===== src/inc/spdif_rx_regs_params.svh =====
// constants for the receiver control and interrupt register bank
// How it works
// - right adc gain: six-bit signed dB, ramped
// - phase-align bit locks both serial ports together
// - de-emphasis 01/10/11 only under forced lock; deemph_active is set for any nonzero code, whatever the lock algorithm
// - irq pin: high, low, open-drain low
// - on error hold, zero, or pass sample
// - pass-through select routes input to output pin
// - receiver select routes input to receiver
// - status bit set if event since read
// - reading status clears its bits, except those set again in the same cycle
// - masked status bits always read zero
// - pll unlock raises its status flag
// - qsubcode, channel, user buffer flags separate
// - adc overrange raises overflow flag
// - unmasked receiver error raises error flag
// - mask gates pin and status, resets zero
// - mode bit1 from high reg, bit0 low
// - mode rising, falling, level; 11 reserved
// - pin polarity only from pin style field
// - lock algorithm select, reset value 01
// - buffer select: channel status or user data
// - channel select picks channel a or b
// - access width bit: one or two bytes
`ifndef SPDIF_RX_REGS_PARAMS_SVH
`define SPDIF_RX_REGS_PARAMS_SVH
// byte addresses are four times the printed index
`define IDX_RIGHT_GAIN   8'h1D
`define IDX_RX_MODE      8'h1E
`define IDX_RX_INSEL     8'h1F
`define IDX_IRQ_STATUS   8'h20
`define IDX_IRQ_MASK     8'h21
`define IDX_IRQ_MODE_HI  8'h22
`define IDX_IRQ_MODE_LO  8'h23
`define IDX_BUF_CTRL     8'h24
// writable bit masks per register
`define WMASK_GAIN       8'h3F
`define WMASK_RX_MODE    8'hBF
`define WMASK_INSEL      8'h77
`define WMASK_IRQ        8'hBB
`define WMASK_BUF_CTRL   8'hC7
// reset values
`define RST_GAIN         8'h00
`define RST_RX_MODE      8'h00
`define RST_INSEL        8'h00
`define RST_IRQ          8'h00
`define RST_BUF_CTRL     8'h40
// irq pin styles
`define PIN_ACT_HIGH     2'h0
`define PIN_ACT_LOW      2'h1
`define PIN_OPEN_DRAIN   2'h2
// per-source irq modes
`define MODE_RISE        2'h0
`define MODE_FALL        2'h1
`define MODE_LEVEL       2'h2
// sample substitution codes
`define HOLD_LAST        2'h0
`define HOLD_ZERO        2'h1
`define HOLD_PASS        2'h2
// axi responses
`define RESP_OKAY        2'h0
`define RESP_SLVERR      2'h2
`endif


===== src/inc/spdif_rx_regs_pkg.sv =====
// types shared by the receiver control register bank
package spdif_rx_regs_pkg;
  // decoded receiver mode fields
  typedef struct packed {
    logic       serial_port_phase_align;
    logic [1:0] deemphasis_select;
    logic [1:0] irq_pin_style;
    logic [1:0] hold_mode;
  } rx_mode_s;
  // decoded buffer control fields
  typedef struct packed {
    logic [1:0] receiver_lock_algorithm;
    logic       buffer_content_select;
    logic       buffer_access_width;
    logic       status_channel_select;
  } buf_ctrl_s;
  // interrupt source conditions, in the order of their status bits
  typedef struct packed {
    logic pll_unlock;
    logic qsubcode_change;
    logic chan_status_update;
    logic user_buffer_update;
    logic adc_overrange;
    logic receiver_error;
  } irq_src_s;
  // read channel state
  typedef enum logic [1:0] {
    RD_IDLE = 2'b01,
    RD_RESP = 2'b10
  } rd_state_e;
endpackage


===== src/logic/spdif_rx_regs.sv =====
// register bank for receiver control and interrupt status
`timescale 1ns/1ps
`default_nettype none
`include "spdif_rx_regs_params.svh"
module spdif_rx_regs #(
  parameter int NUM_INPUTS = 8
) (
  input  wire logic                         clk,
  input  wire logic                         rst_n,
  // axi4-lite slave
  input  wire logic [7:0]                   s_awaddr,
  input  wire logic                         s_awvalid,
  output logic                              s_awready,
  input  wire logic [31:0]                  s_wdata,
  input  wire logic [3:0]                   s_wstrb,
  input  wire logic                         s_wvalid,
  output logic                              s_wready,
  output logic [1:0]                        s_bresp,
  output logic                              s_bvalid,
  input  wire logic                         s_bready,
  input  wire logic [7:0]                   s_araddr,
  input  wire logic                         s_arvalid,
  output logic                              s_arready,
  output logic [31:0]                       s_rdata,
  output logic [1:0]                        s_rresp,
  output logic                              s_rvalid,
  input  wire logic                         s_rready,
  // raw interrupt conditions from the receiver and adc
  input  wire spdif_rx_regs_pkg::irq_src_s  irq_cond,
  // receiver inputs and muxed outputs
  input  wire logic [NUM_INPUTS-1:0]        digital_audio_input_pins,
  output logic                              passthrough_output_pin,
  output logic                              receiver_input,
  // decoded controls
  output logic [5:0]                        right_adc_gain,
  output spdif_rx_regs_pkg::rx_mode_s       rx_mode,
  output logic                              deemph_active,
  output spdif_rx_regs_pkg::buf_ctrl_s      buf_ctrl,
  // interrupt pin as two signals
  output logic                              irq_o,
  output logic                              irq_oe
);
  import spdif_rx_regs_pkg::*;

  localparam int SELW = $clog2(NUM_INPUTS);

  // stored registers
  logic [7:0] gain_q;
  logic [7:0] rx_mode_q;
  logic [7:0] insel_q;
  logic [7:0] mask_q;
  logic [7:0] mode_hi_q;
  logic [7:0] mode_lo_q;
  logic [7:0] buf_ctrl_q;
  logic [7:0] status_q;
  logic [7:0] cond_prev_q;
  logic [7:0] cond_now;
  logic [7:0] event_hit;
  logic [7:0] mask_d;      // mask as it will stand after this edge
  logic [7:0] event_keep;  // events that survive the next mask

  // write channel capture
  logic       aw_held_q;
  logic       w_held_q;
  logic [7:0] aw_addr_q;
  logic [7:0] w_data_q;
  logic       w_lane0_q;
  logic       wr_fire;
  logic       wr_ok;
  logic [7:0] wr_idx;

  // read channel
  rd_state_e  rd_state_q;
  logic       rd_fire;
  logic       status_read;
  logic [7:0] rd_idx;
  logic [7:0] rd_val;
  logic       rd_ok;

  // conditions packed into status bit positions
  always_comb begin
    cond_now    = 8'h00;
    cond_now[7] = irq_cond.pll_unlock;
    cond_now[5] = irq_cond.qsubcode_change;
    cond_now[4] = irq_cond.chan_status_update;
    cond_now[3] = irq_cond.user_buffer_update;
    cond_now[1] = irq_cond.adc_overrange;
    cond_now[0] = irq_cond.receiver_error;
  end

  // per-source event detect by two-bit mode
  always_comb begin
    event_hit = 8'h00;
    for (int i = 0; i < 8; i++) begin
      case ({mode_hi_q[i], mode_lo_q[i]})
        `MODE_RISE:  event_hit[i] = cond_now[i] & ~cond_prev_q[i];
        `MODE_FALL:  event_hit[i] = ~cond_now[i] & cond_prev_q[i];
        `MODE_LEVEL: event_hit[i] = cond_now[i];
        default:     event_hit[i] = 1'b0;          // reserved mode
      endcase
    end
    event_hit = event_hit & mask_q & `WMASK_IRQ;
  end

  // previous condition for edge detection
  always_ff @(posedge clk) begin
    if (!rst_n) begin
      cond_prev_q <= 8'h00;
    end else begin
      cond_prev_q <= cond_now;
    end
  end

  // next mask, so a narrowed mask drops pending bits at once
  always_comb begin
    mask_d = mask_q;
    if (wr_fire && wr_ok && w_lane0_q && (wr_idx == `IDX_IRQ_MASK)) begin
      mask_d = w_data_q & `WMASK_IRQ;
    end
    event_keep = event_hit & mask_d;
  end

  // sticky status: set wins over read clear
  always_ff @(posedge clk) begin
    if (!rst_n) begin
      status_q <= `RST_IRQ;
    end else begin
      status_q <= ((status_read ? 8'h00 : status_q)
                   | event_keep) & mask_d;
    end
  end

  // write address and data may arrive in either order
  assign s_awready = !aw_held_q;
  assign s_wready  = !w_held_q;
  assign wr_fire   = aw_held_q && w_held_q && !s_bvalid;
  assign wr_idx    = {2'b00, aw_addr_q[7:2]};

  always_ff @(posedge clk) begin
    if (!rst_n) begin
      aw_held_q <= 1'b0;
      aw_addr_q <= 8'h00;
    end else if (s_awvalid && s_awready) begin
      aw_held_q <= 1'b1;
      aw_addr_q <= s_awaddr;
    end else if (wr_fire) begin
      aw_held_q <= 1'b0;
    end
  end

  always_ff @(posedge clk) begin
    if (!rst_n) begin
      w_held_q  <= 1'b0;
      w_data_q  <= 8'h00;
      w_lane0_q <= 1'b0;
    end else if (s_wvalid && s_wready) begin
      w_held_q  <= 1'b1;
      w_data_q  <= s_wdata[7:0];
      w_lane0_q <= s_wstrb[0];
    end else if (wr_fire) begin
      w_held_q <= 1'b0;
    end
  end

  // decode of addresses that answer okay to a write, read-only status included
  always_comb begin
    case (wr_idx)
      `IDX_RIGHT_GAIN, `IDX_RX_MODE, `IDX_RX_INSEL, `IDX_IRQ_STATUS,
      `IDX_IRQ_MASK, `IDX_IRQ_MODE_HI, `IDX_IRQ_MODE_LO,
      `IDX_BUF_CTRL: wr_ok = (aw_addr_q[1:0] == 2'b00);
      default:       wr_ok = 1'b0;
    endcase
  end

  // register writes, reserved bits dropped
  always_ff @(posedge clk) begin
    if (!rst_n) begin
      gain_q     <= `RST_GAIN;
      rx_mode_q  <= `RST_RX_MODE;
      insel_q    <= `RST_INSEL;
      mask_q     <= `RST_IRQ;
      mode_hi_q  <= `RST_IRQ;
      mode_lo_q  <= `RST_IRQ;
      buf_ctrl_q <= `RST_BUF_CTRL;
    end else if (wr_fire && wr_ok && w_lane0_q) begin
      case (wr_idx)
        `IDX_RIGHT_GAIN:  gain_q     <= w_data_q & `WMASK_GAIN;
        `IDX_RX_MODE:     rx_mode_q  <= w_data_q & `WMASK_RX_MODE;
        `IDX_RX_INSEL:    insel_q    <= w_data_q & `WMASK_INSEL;
        `IDX_IRQ_MASK:    mask_q     <= mask_d;
        `IDX_IRQ_MODE_HI: mode_hi_q  <= w_data_q & `WMASK_IRQ;
        `IDX_IRQ_MODE_LO: mode_lo_q  <= w_data_q & `WMASK_IRQ;
        `IDX_BUF_CTRL:    buf_ctrl_q <= w_data_q & `WMASK_BUF_CTRL;
        default: begin
          // status is read-only
        end
      endcase
    end
  end

  // write response
  always_ff @(posedge clk) begin
    if (!rst_n) begin
      s_bvalid <= 1'b0;
      s_bresp  <= `RESP_OKAY;
    end else if (wr_fire) begin
      s_bvalid <= 1'b1;
      s_bresp  <= wr_ok ? `RESP_OKAY : `RESP_SLVERR;
    end else if (s_bready) begin
      s_bvalid <= 1'b0;
    end
  end

  // read path
  assign s_arready   = (rd_state_q == RD_IDLE);
  assign rd_fire     = s_arvalid && s_arready;
  assign rd_idx      = {2'b00, s_araddr[7:2]};
  assign status_read = rd_fire && rd_ok && (rd_idx == `IDX_IRQ_STATUS);

  // read mux
  always_comb begin
    rd_ok  = (s_araddr[1:0] == 2'b00);
    rd_val = 8'h00;
    case (rd_idx)
      `IDX_RIGHT_GAIN:  rd_val = gain_q;
      `IDX_RX_MODE:     rd_val = rx_mode_q;
      `IDX_RX_INSEL:    rd_val = insel_q;
      `IDX_IRQ_STATUS:  rd_val = status_q & mask_q;
      `IDX_IRQ_MASK:    rd_val = mask_q;
      `IDX_IRQ_MODE_HI: rd_val = mode_hi_q;
      `IDX_IRQ_MODE_LO: rd_val = mode_lo_q;
      `IDX_BUF_CTRL:    rd_val = buf_ctrl_q;
      default:          rd_ok  = 1'b0;
    endcase
  end

  // read state machine
  always_ff @(posedge clk) begin
    if (!rst_n) begin
      rd_state_q <= RD_IDLE;
      s_rdata    <= 32'h0000_0000;
      s_rresp    <= `RESP_OKAY;
    end else begin
      case (rd_state_q)
        RD_IDLE: begin
          if (rd_fire) begin
            rd_state_q <= RD_RESP;
            s_rdata    <= {24'h00_0000, rd_ok ? rd_val : 8'h00};
            s_rresp    <= rd_ok ? `RESP_OKAY : `RESP_SLVERR;
          end
        end
        RD_RESP: begin
          if (s_rready) begin
            rd_state_q <= RD_IDLE;
          end
        end
        default: rd_state_q <= RD_IDLE;
      endcase
    end
  end
  assign s_rvalid = (rd_state_q == RD_RESP);

  // decoded control outputs
  assign right_adc_gain = gain_q[5:0];
  assign rx_mode.serial_port_phase_align = rx_mode_q[7];
  assign rx_mode.deemphasis_select = rx_mode_q[5:4];
  assign rx_mode.irq_pin_style = rx_mode_q[3:2];
  assign rx_mode.hold_mode = rx_mode_q[1:0];
  assign deemph_active = (rx_mode_q[5:4] != 2'b00);
  assign buf_ctrl.receiver_lock_algorithm = buf_ctrl_q[7:6];
  assign buf_ctrl.buffer_content_select = buf_ctrl_q[2];
  assign buf_ctrl.buffer_access_width = buf_ctrl_q[1];
  assign buf_ctrl.status_channel_select = buf_ctrl_q[0];

  // input multiplexers straight from the pins
  assign passthrough_output_pin =
    digital_audio_input_pins[insel_q[4 +: SELW]];
  assign receiver_input =
    digital_audio_input_pins[insel_q[0 +: SELW]];

  // interrupt pin from pending status and pin style only
  logic irq_pending;
  assign irq_pending = |(status_q & mask_q);
  always_comb begin
    irq_o  = 1'b0;
    irq_oe = 1'b1;
    case (rx_mode_q[3:2])
      `PIN_ACT_HIGH:   irq_o = irq_pending;
      `PIN_ACT_LOW:    irq_o = !irq_pending;
      `PIN_OPEN_DRAIN: irq_oe = irq_pending;
      default:         irq_o = irq_pending;
    endcase
  end
endmodule
`default_nettype wire

===== config.mk =====
export PLATFORM = sky130hd
export DESIGN_NAME = spdif_rx_regs
export DESIGN_NICKNAME = d
export VERILOG_FILES = /design/src/inc/spdif_rx_regs_pkg.sv /design/src/logic/spdif_rx_regs.sv
export VERILOG_INCLUDE_DIRS = /design/src /design/src/inc
export SDC_FILE = /design/constraint.sdc
export NUM_CORES = 1
export LEC_CHECK = 0
export ABC_AREA = 1
export BUFFER_PORTS_ARGS = -buffer_cell sky130_fd_sc_hd__buf_2
export CAP_MARGIN = 10
export CORE_MARGIN = 1
export CORE_UTILIZATION = 55
export DETAILED_ROUTE_END_ITERATION = 10
export MAX_ROUTING_LAYER = met4
export PLACE_DENSITY_LB_ADDON = 0.15
export REMOVE_ABC_BUFFERS = 1
export SLEW_MARGIN = 20
export SYNTH_ARGS = -nofsm -noshare
export SYNTH_HDL_FRONTEND = slang
export SYNTH_SLANG_ARGS = --single-unit

===== constraint.sdc =====
create_clock -name clk -period 2.9 [get_ports clk]
set_input_delay 0.435 -clock clk [delete_from_list [all_inputs] [get_ports clk]]
set_output_delay 0.435 -clock clk [all_outputs]
set_load 0.005 [all_outputs]

==> summary.md, run 1 <==
| Metric | Value |
|---|---|
| Comb pwr share | `0.073` |
| Final setup TNS | `0 ps` |
| Starting Density | `0.570` |
| Vias/cell | `5.19` |
| Hold Fails Final Rpt | `0` |
| Startpoint Class | `register` |
| Routed WL per cell | `13.6 µm` |
| # port buffers | `83` |
| Run status | `completed` |
| Hold WS | `278 ps` |
| Sequential share of power | `0.537` |
| Row count | `32` |
| Critical Path RT | `2470 ps` |
| Clk Latency, worst-skew pair | `370 ps` |
| Skew final | `7.70 ps` |
| Vias in the first global route | `about 3900` |
| CTS tree | `yes` |
| Nets | `821` |
| Max clock buf depth | `2` |
| Clk pwr share | `0.390` |
| Post-CTS setup buffers | `0` |
| Synth cell types | `35` |
| Routed Antenna Nets | `0` |
| Pre-Repair DR Iteration Count | `5` |
| Slew Limit Headroom | `0.601` |
| Fmax | `0.484 GHz` |
| Ranking of synthesized cells by area | `dfxtp_1 (41%), nand2_1 (15%), a21oi_1 (8.3%)` |
| First-pass GRT wire length | `18600 µm` |
| Leading area contributor after synthesis | `dfxtp_1` |
| Pwr per Cell Area | `481 nW/µm²` |
| Gr usage total | `0.292` |
| Die Area | `8410 µm²` |
| Post-Synthesis Cells | `664` |
| Worst min-delay path class | `primary input to register` |
| RePlAce Congestion | `0.937` |
| Int Power | `1.84 mW` |
| Seq/Total Area, Yosys | `0.407` |
| Share of the synthesized area in the top cell type | `0.407` |
| Switch Pwr | `0.591 mW` |
| DRC | `0` |
| Via count | `4431` |
| Compound-gate portion of the synthesized area | `0.151` |
| CTS Sinks | `90` |
| Slew @ Worst Pin | `597 ps` |
| Crit path time final | `about 2100 ps` |
| CTS Hold Bufs | `0` |
| Syn Area/Cell | `6.66 µm²` |
| Die H | `91.7 µm` |
| Final period util | `0.713` |
| IO Pins | `137` |
| Die W | `slightly above 90 µm` |
| Largest net degree at the start of global routing | `42` |
| CTS resizes | `0` |
| Max-Cap Viols | `0` |
| Antenna violations before repair | `0` |
| GRT overflow | `0` |
| Seq cells post-synth | `90` |
| Adder-cell share of the synthesized area | `0.00566` |
| Synth Area in XOR/XNOR | `0` |
| Pleak | `between 2 and 2.5 nW` |
| Simple-gate portion of the synthesized area | `0.301` |
| Fin. max-slew vios | `0` |
| Num CTS Buffers | `9` |
| Ys Warns | `0` |
| WS Path Type | `register to output port` |
| Data arrival time of the worst path | `1630 ps` |
| Mux contribution to synthesized area | `0` |
| Share of cells above drive strength 1 | `0.154` |
| Final Setup Violations | `0` |
| DRT iter0 DRCs | `217` |
| DP HPWL | `8540 µm` |
| Crit Path Max Fanout | `3` |
| Root buf cell | `clkbuf_8` |
| Diodes inserted | `0` |
| Area of the core | `roughly 7800 µm²` |
| Critical Path End Type | `output port` |
| Final WL | `about 12000 µm` |
| Clk slew on worst S/H paths | `~80 ps` |
| H-Tree Depth | `3` |
| Worst VDD drop | `300 µV` |
| RSZ-0062 raised after global routing | `false` |
| Largest family of logic cells by synthesized area | `simple AND/OR/NAND/NOR gates` |
| Layout Area Growth over Synthesis | `13.9%` |
| Switching Share | `0.244` |
| Mapped Area | `around 4400 µm²` |
[layout make-up]
type / instances / area [µm²]
clock buffers: 11 / 141
clock inverters: 5 / 77.6
fillers: 735 / 2730
inverters: 88 / 333
multi-input cells: 471 / 2120
flip-flops and latches: 90 / 1800
well taps: 102 / 128
repair buffers: 86 / 438
[sequential cells by signal, indices dropped and copies added (netlist names)]
| signal | cells |
|---|---|
| aw_held_q | 1 |
| rd_state_q | 2 |
| w_lane0_q | 1 |
| mask_q | 8 |
| insel_q | 6 |
| s_rdata | 8 |
| mode_lo_q | 6 |
| s_bvalid | 1 |
| mode_hi_q | 6 |
| aw_addr_q | 8 |
| rx_mode_q | 7 |
| s_bresp | 1 |
| cond_prev_q | 6 |
| gain_q | 6 |
| w_held_q | 1 |
| buf_ctrl_q | 5 |
| status_q | 8 |
| s_rresp | 1 |
| w_data_q | 8 |
[power groups by stage]
stage	Combinational, mW	Sequential [mW]	Clock, mW
floorplan	0.102	1.32	0
global placement	0.169	1.33	0
detailed placement	0.175	1.33	0
CTS	0.176	1.30	0.954
global route	0.203	1.31	1.00
finish	0.177	1.30	0.946
[cells in the final DEF (no fill, tap or decap), drive strengths merged, types with 2 or more instances in the layout]
cell type / instances
nand2: 176
dfxtp: 90
inv: 86
buf: 86
nor2: 82
a21oi: 74
o21ai: 48
nand3: 42
conb: 26
clkbuf: 11
nand4: 7
clkinv: 4
nor3: 4
or2: 2
o211ai: 2
a31oi: 2
ha: 2
bufinv: 2
[worst max-delay path: stages, from the launching register on]
cell and delay, ps:
dfxtp_1 330, nand2_1 140, nand4_1 110, or2_2 300, inv_1 90, o21ai_0 80, o21ai_0 70, inv_1 50
buf_2 120
[cells by family (layout without fill, tap and decap cells)]
| kind of cell | after synthesis | after routing |
|---|---|---|
| adders and majority gates | 2 | 2 |
| and+or+nand+nor | 314 | 314 |
| other | 1 | 26 |
| buffers and inverters | 128 | 190 |
| AOI/OAI and AO/OA | 129 | 129 |
| DFF | 90 | 90 |
[per-stage QoR]
stage	worst slack [ps]	utilization	power, mW	instance area (µm²)	instances
finish	833	0.649	2.43	5040	853
detailed placement	858	0.620	1.51	4820	837
global placement	871	0.620	1.50	4820	837
CTS	843	0.649	2.43	5040	853
global route	735	0.649	2.51	5040	853
floorplan	1410	-	1.42	4250	649
[worst paths after layout]
check | startpoint | endpoint | slack (ps) | cells past startpoint
max reg2reg | aw_addr_q[7] | mode_hi_q[1] | 1090 | 9
min reg2reg | status_q[6] | status_q[6] | 450 | 2
max | mask_q[5] | irq_o | 830 | 8
min | irq_cond[1] | cond_prev_q[1] | 280 | 3
[metal layers]
layer | up-vias | track usage | wire (µm)
li1 | 2219 | - | -
met1 | 2008 | 0.368 | 5110
met2 | 183 | 0.471 | 5480
met3 | 21 | 0.0390 | 768
met4 | 0 | 0.128 | 276
met5 | - | - | 0
[synth_stat cells]
| master | count |
|---|---|
| a221oi_1 | 1 |
| a21oi_1 | 73 |
| or2_2 | 2 |
| o21ai_1 | 1 |
| o31ai_1 | 1 |
| o21ai_0 | 47 |
| nor2_1 | 78 |
| a32oi_1 | 1 |
| nor2_4 | 1 |
| buf_4 | 26 |
| a31oi_1 | 2 |
| nand3b_4 | 1 |
| inv_1 | 84 |
| nand2_1 | 176 |
| clkinv_1 | 2 |
| conb_1 | 1 |
| dfxtp_1 | 90 |
| nand4_2 | 1 |
| buf_2 | 1 |
| nor3_4 | 1 |
| nand3_2 | 1 |
| o211ai_1 | 2 |
| nor3_2 | 1 |
| nor2_2 | 3 |
| clkbuf_1 | 10 |
| ha_1 | 2 |
| buf_1 | 1 |
| nand4_1 | 6 |
| nand3_1 | 40 |
| nand3_4 | 1 |
| nor3_1 | 2 |
| buf_6 | 2 |
| a21oi_2 | 1 |
| inv_4 | 1 |
| inv_2 | 1 |
No activity file was read; power rests on OpenSTA's default activity.
==> run 2: changes to the inputs <==
--- a/config.mk
+++ b/config.mk
@@ -10,7 +10,7 @@
 export BUFFER_PORTS_ARGS = -buffer_cell sky130_fd_sc_hd__buf_2
 export CAP_MARGIN = 10
 export CORE_MARGIN = 1
-export CORE_UTILIZATION = 55
+export CORE_UTILIZATION = 46
 export DETAILED_ROUTE_END_ITERATION = 10
 export MAX_ROUTING_LAYER = met4
 export PLACE_DENSITY_LB_ADDON = 0.15
==> constraint.sdc (replaced) <==
create_clock -name clk -period 1.7 [get_ports clk]
set_input_delay 0.255 -clock clk [delete_from_list [all_inputs] [get_ports clk]]
set_output_delay 0.255 -clock clk [all_outputs]
set_load 0.005 [all_outputs]
==> run 2 against run 1 <==
The run now ends with setup timing left. Power increased by 71%. Combinational power increased by 79%. Critical path type unchanged. Critical endpoint unchanged. Clock-buffer cell count decreased by 1. Critical path depth unchanged. Non-clock buffer count increased by 30. Clock skew about the same.
==> summary.md, run 2 (synthesized netlist as in run 1, its figures left out) <==
| Metric | Value |
|---|---|
| Failing checks | `setup timing` |
| Area of the core | `9280 µm² (+20%)` |
| Via count | `4557 (+2.8%)` |
| Antenna violations before repair | `0 (unchanged)` |
| Crit Path Max Fanout | `2 (-1)` |
| Die Area | `10000 µm² (+19%)` |
| Run status | `finished, violations left` |
| GRT overflow | `0 (unchanged)` |
| CTS Hold Bufs | `0 (unchanged)` |
| Cells after DPL | `879 (+5.0%)` |
| Int Power | `3.10 mW (+69%)` |
| Fin. max-slew vios | `0 (unchanged)` |
| CTS Sinks | `90 (unchanged)` |
| Total power | `4.14 mW (+71%)` |
| Vias in the first global route | `4217 (+7.7%)` |
| Layout Area Growth over Synthesis | `23.6%` |
| Largest net degree at the start of global routing | `42 (unchanged)` |
| Die H | `100 µm (+9.1%)` |
| Die W | `100 µm (+9.1%)` |
| Share of cells above drive strength 1 | `0.239 (+0.0850)` |
| Most common cell after layout, fill and taps aside | `nand2_1` |
| DP HPWL | `8920 µm (+4.4%)` |
| Max layer used | `met4` |
| Worst min-delay path class | `primary input to register` |
| Setup Slack @ Placement | `77.2 ps (-781 ps)` |
| Commonest non-fill, non-tap cells in the layout | `nand2_1 (166), buf_2 (83), inv_1 (82)` |
| Final Setup Violations | `2 (+2)` |
| IO Pins | `137 (unchanged)` |
| Clk Latency, worst-skew pair | `360 ps (about the same)` |
| Starting Density | `0.477 (-0.0930)` |
| Sequential share of power | `0.536 (about the same)` |
| Met3 wire len | `613 µm (-20%)` |
| Clk slew on worst S/H paths | `90 ps (about the same)` |
| Final WL | `12000 µm (+2.9%)` |
| Root buf cell | `clkbuf_8` |
| Diodes inserted | `0 (unchanged)` |
| Max-Cap Viols | `0 (unchanged)` |
| RSZ-0062 raised after global routing | `true` |
| Clk pwr share | `0.388 (-0.002)` |
| Filler instances | `920 (+25%)` |
| Final period util | `1.05` |
| Fmax | `about 0.56 GHz` |
| Nets | `851 (+3.7%)` |
| Vias/cell | `5.01 (-3.6%)` |
| Routed WL per cell | `13.2 µm (-3.5%)` |
| Data arrival time of the worst path | `1530 ps (-100 ps)` |
| # port buffers | `83 (unchanged)` |
| M1 WL | `5340 µm (+4.5%)` |
| Max clock buf depth | `2 (unchanged)` |
| Switch Pwr | `1.04 mW (+76%)` |
| Startpoint Class | `register` |
| Footprint of the multi-input gates | `2210 µm² (+4.4%)` |
| Hold Fails Final Rpt | `0 (unchanged)` |
| First-pass GRT wire length | `19400 µm (+4.3%)` |
| Sequential Area | `1840 µm² (+2.0%)` |
| H-Tree Depth | `3 (unchanged)` |
| CTS tree | `yes` |
| Row count | `35 (+9.4%)` |
| RePlAce Congestion | `0.867 (-7.5%)` |
| Pwr per Cell Area | `758 nW/µm² (+57%)` |
| Crit path time final | `1790 ps` |
| Switching Share | `0.251 (+0.00776)` |
| Critical Path End Type | `output port` |
| Skew final | `8.09 ps (+0.388 ps)` |
| Pleak | `2.59 nW (+9.3%)` |
| WS Path Type | `register to output port` |
| Gr usage total | `0.256 (-0.0354)` |
| Setup ws final | `-86.6 ps (-920 ps)` |
| Comb pwr share | `0.076 (+0.003)` |
| DRC | `0 (unchanged)` |
| Met2 wire length | `5770 µm (+5.3%)` |
| DRT iter0 DRCs | `229 (+5.5%)` |
| Num CTS Buffers | `9 (unchanged)` |
| Worst VDD drop | `571 µV (+90%)` |
| Pre-Repair DR Iteration Count | `6 (+1)` |
| Routed Antenna Nets | `0 (unchanged)` |
| Critical Path RT | `1440 ps (-1030 ps)` |
| Cell Count, Final, Fillers Out | `910 (+6.7%)` |
[run 2: changes by cell type in the layout (fill, tap and decap cells not counted), moves of 4 or more]
cell	change
nand2_2	+8
dfxtp_1	-19
dfxtp_2	+14
nand2_1	-10
buf_4	+27
a21oi_2	+7
o21ai_0	-4
dfxtp_4	+5
a21oi_1	-7
[run 2: worst paths after layout]
| kind | slack, ps | cells past startpoint | from | to |
|---|---|---|---|---|
| max | -90 | 8 | status_q[5] | irq_o |
| min | 90 | 3 | irq_cond[3] | cond_prev_q[4] |
| max reg2reg | 80 | 7 | s_bvalid | status_q[5] |
| min reg2reg | 460 | 2 | status_q[6] | status_q[6] |
[run 2: area by class of cell]
type,count,share of cell area
Multi-Input combinational cell,471,0.405
Sequential cell,90,0.336
Inverter,88,0.0623
Timing Repair Buffer,116,0.127
Tap cell,129,0.0295
Clock inverter,6,0.0165
Clock buffer,10,0.0233
[run 2: per-layer routing]
layer / up-vias / global-route usage
met5: - / -
met4: 0 / 0.0914
met3: 22 / 0.0453
met2: 144 / 0.430
met1: 2100 / 0.311
li1: 2291 / -
[run 2: power groups by stage]
stage | clock (mW) | combinational [mW] | sequential, mW
after floorplan | 0 | 0.174 | 2.25
after global placement | 0 | 0.295 | 2.27
after detailed placement | 0 | 0.305 | 2.27
after CTS | 1.64 | 0.306 | 2.22
after global routing | 1.72 | 0.364 | 2.23
final | 1.61 | 0.316 | 2.22
[run 2: stage by stage]
| stage | util | hold slack [ps] | TNS, ps | cell area [µm²] |
|---|---|---|---|---|
| after floorplan | - | 339 | 0 | 4250 |
| after global placement | 0.536 | 430 | 0 | 4980 |
| after detailed placement | 0.536 | 435 | 0 | 4980 |
| after CTS | 0.569 | 91.2 | -115 | 5280 |
| after global routing | 0.589 | 87.7 | -224 | 5470 |
| final | 0.589 | 94.8 | -98.0 | 5470 |
[run 2: timing repair]
item / CTS / global route
cloned: 0 / 1
setup buffers: 7 / 7
endpoints found under the setup margin: 4 / 32
pin swaps: 4 / 12
resized for setup: 21 / 39
hold endpoints to repair: 0 / 0
[run 2: worst max-delay path: stages (launching register included)]
cell and delay (ps):
dfxtp_2 330, nand2_2 90, nand4_1 120, or2_4 260
inv_4 60, o21ai_2 50, o21ai_1 80, inv_1 60
buf_2 120
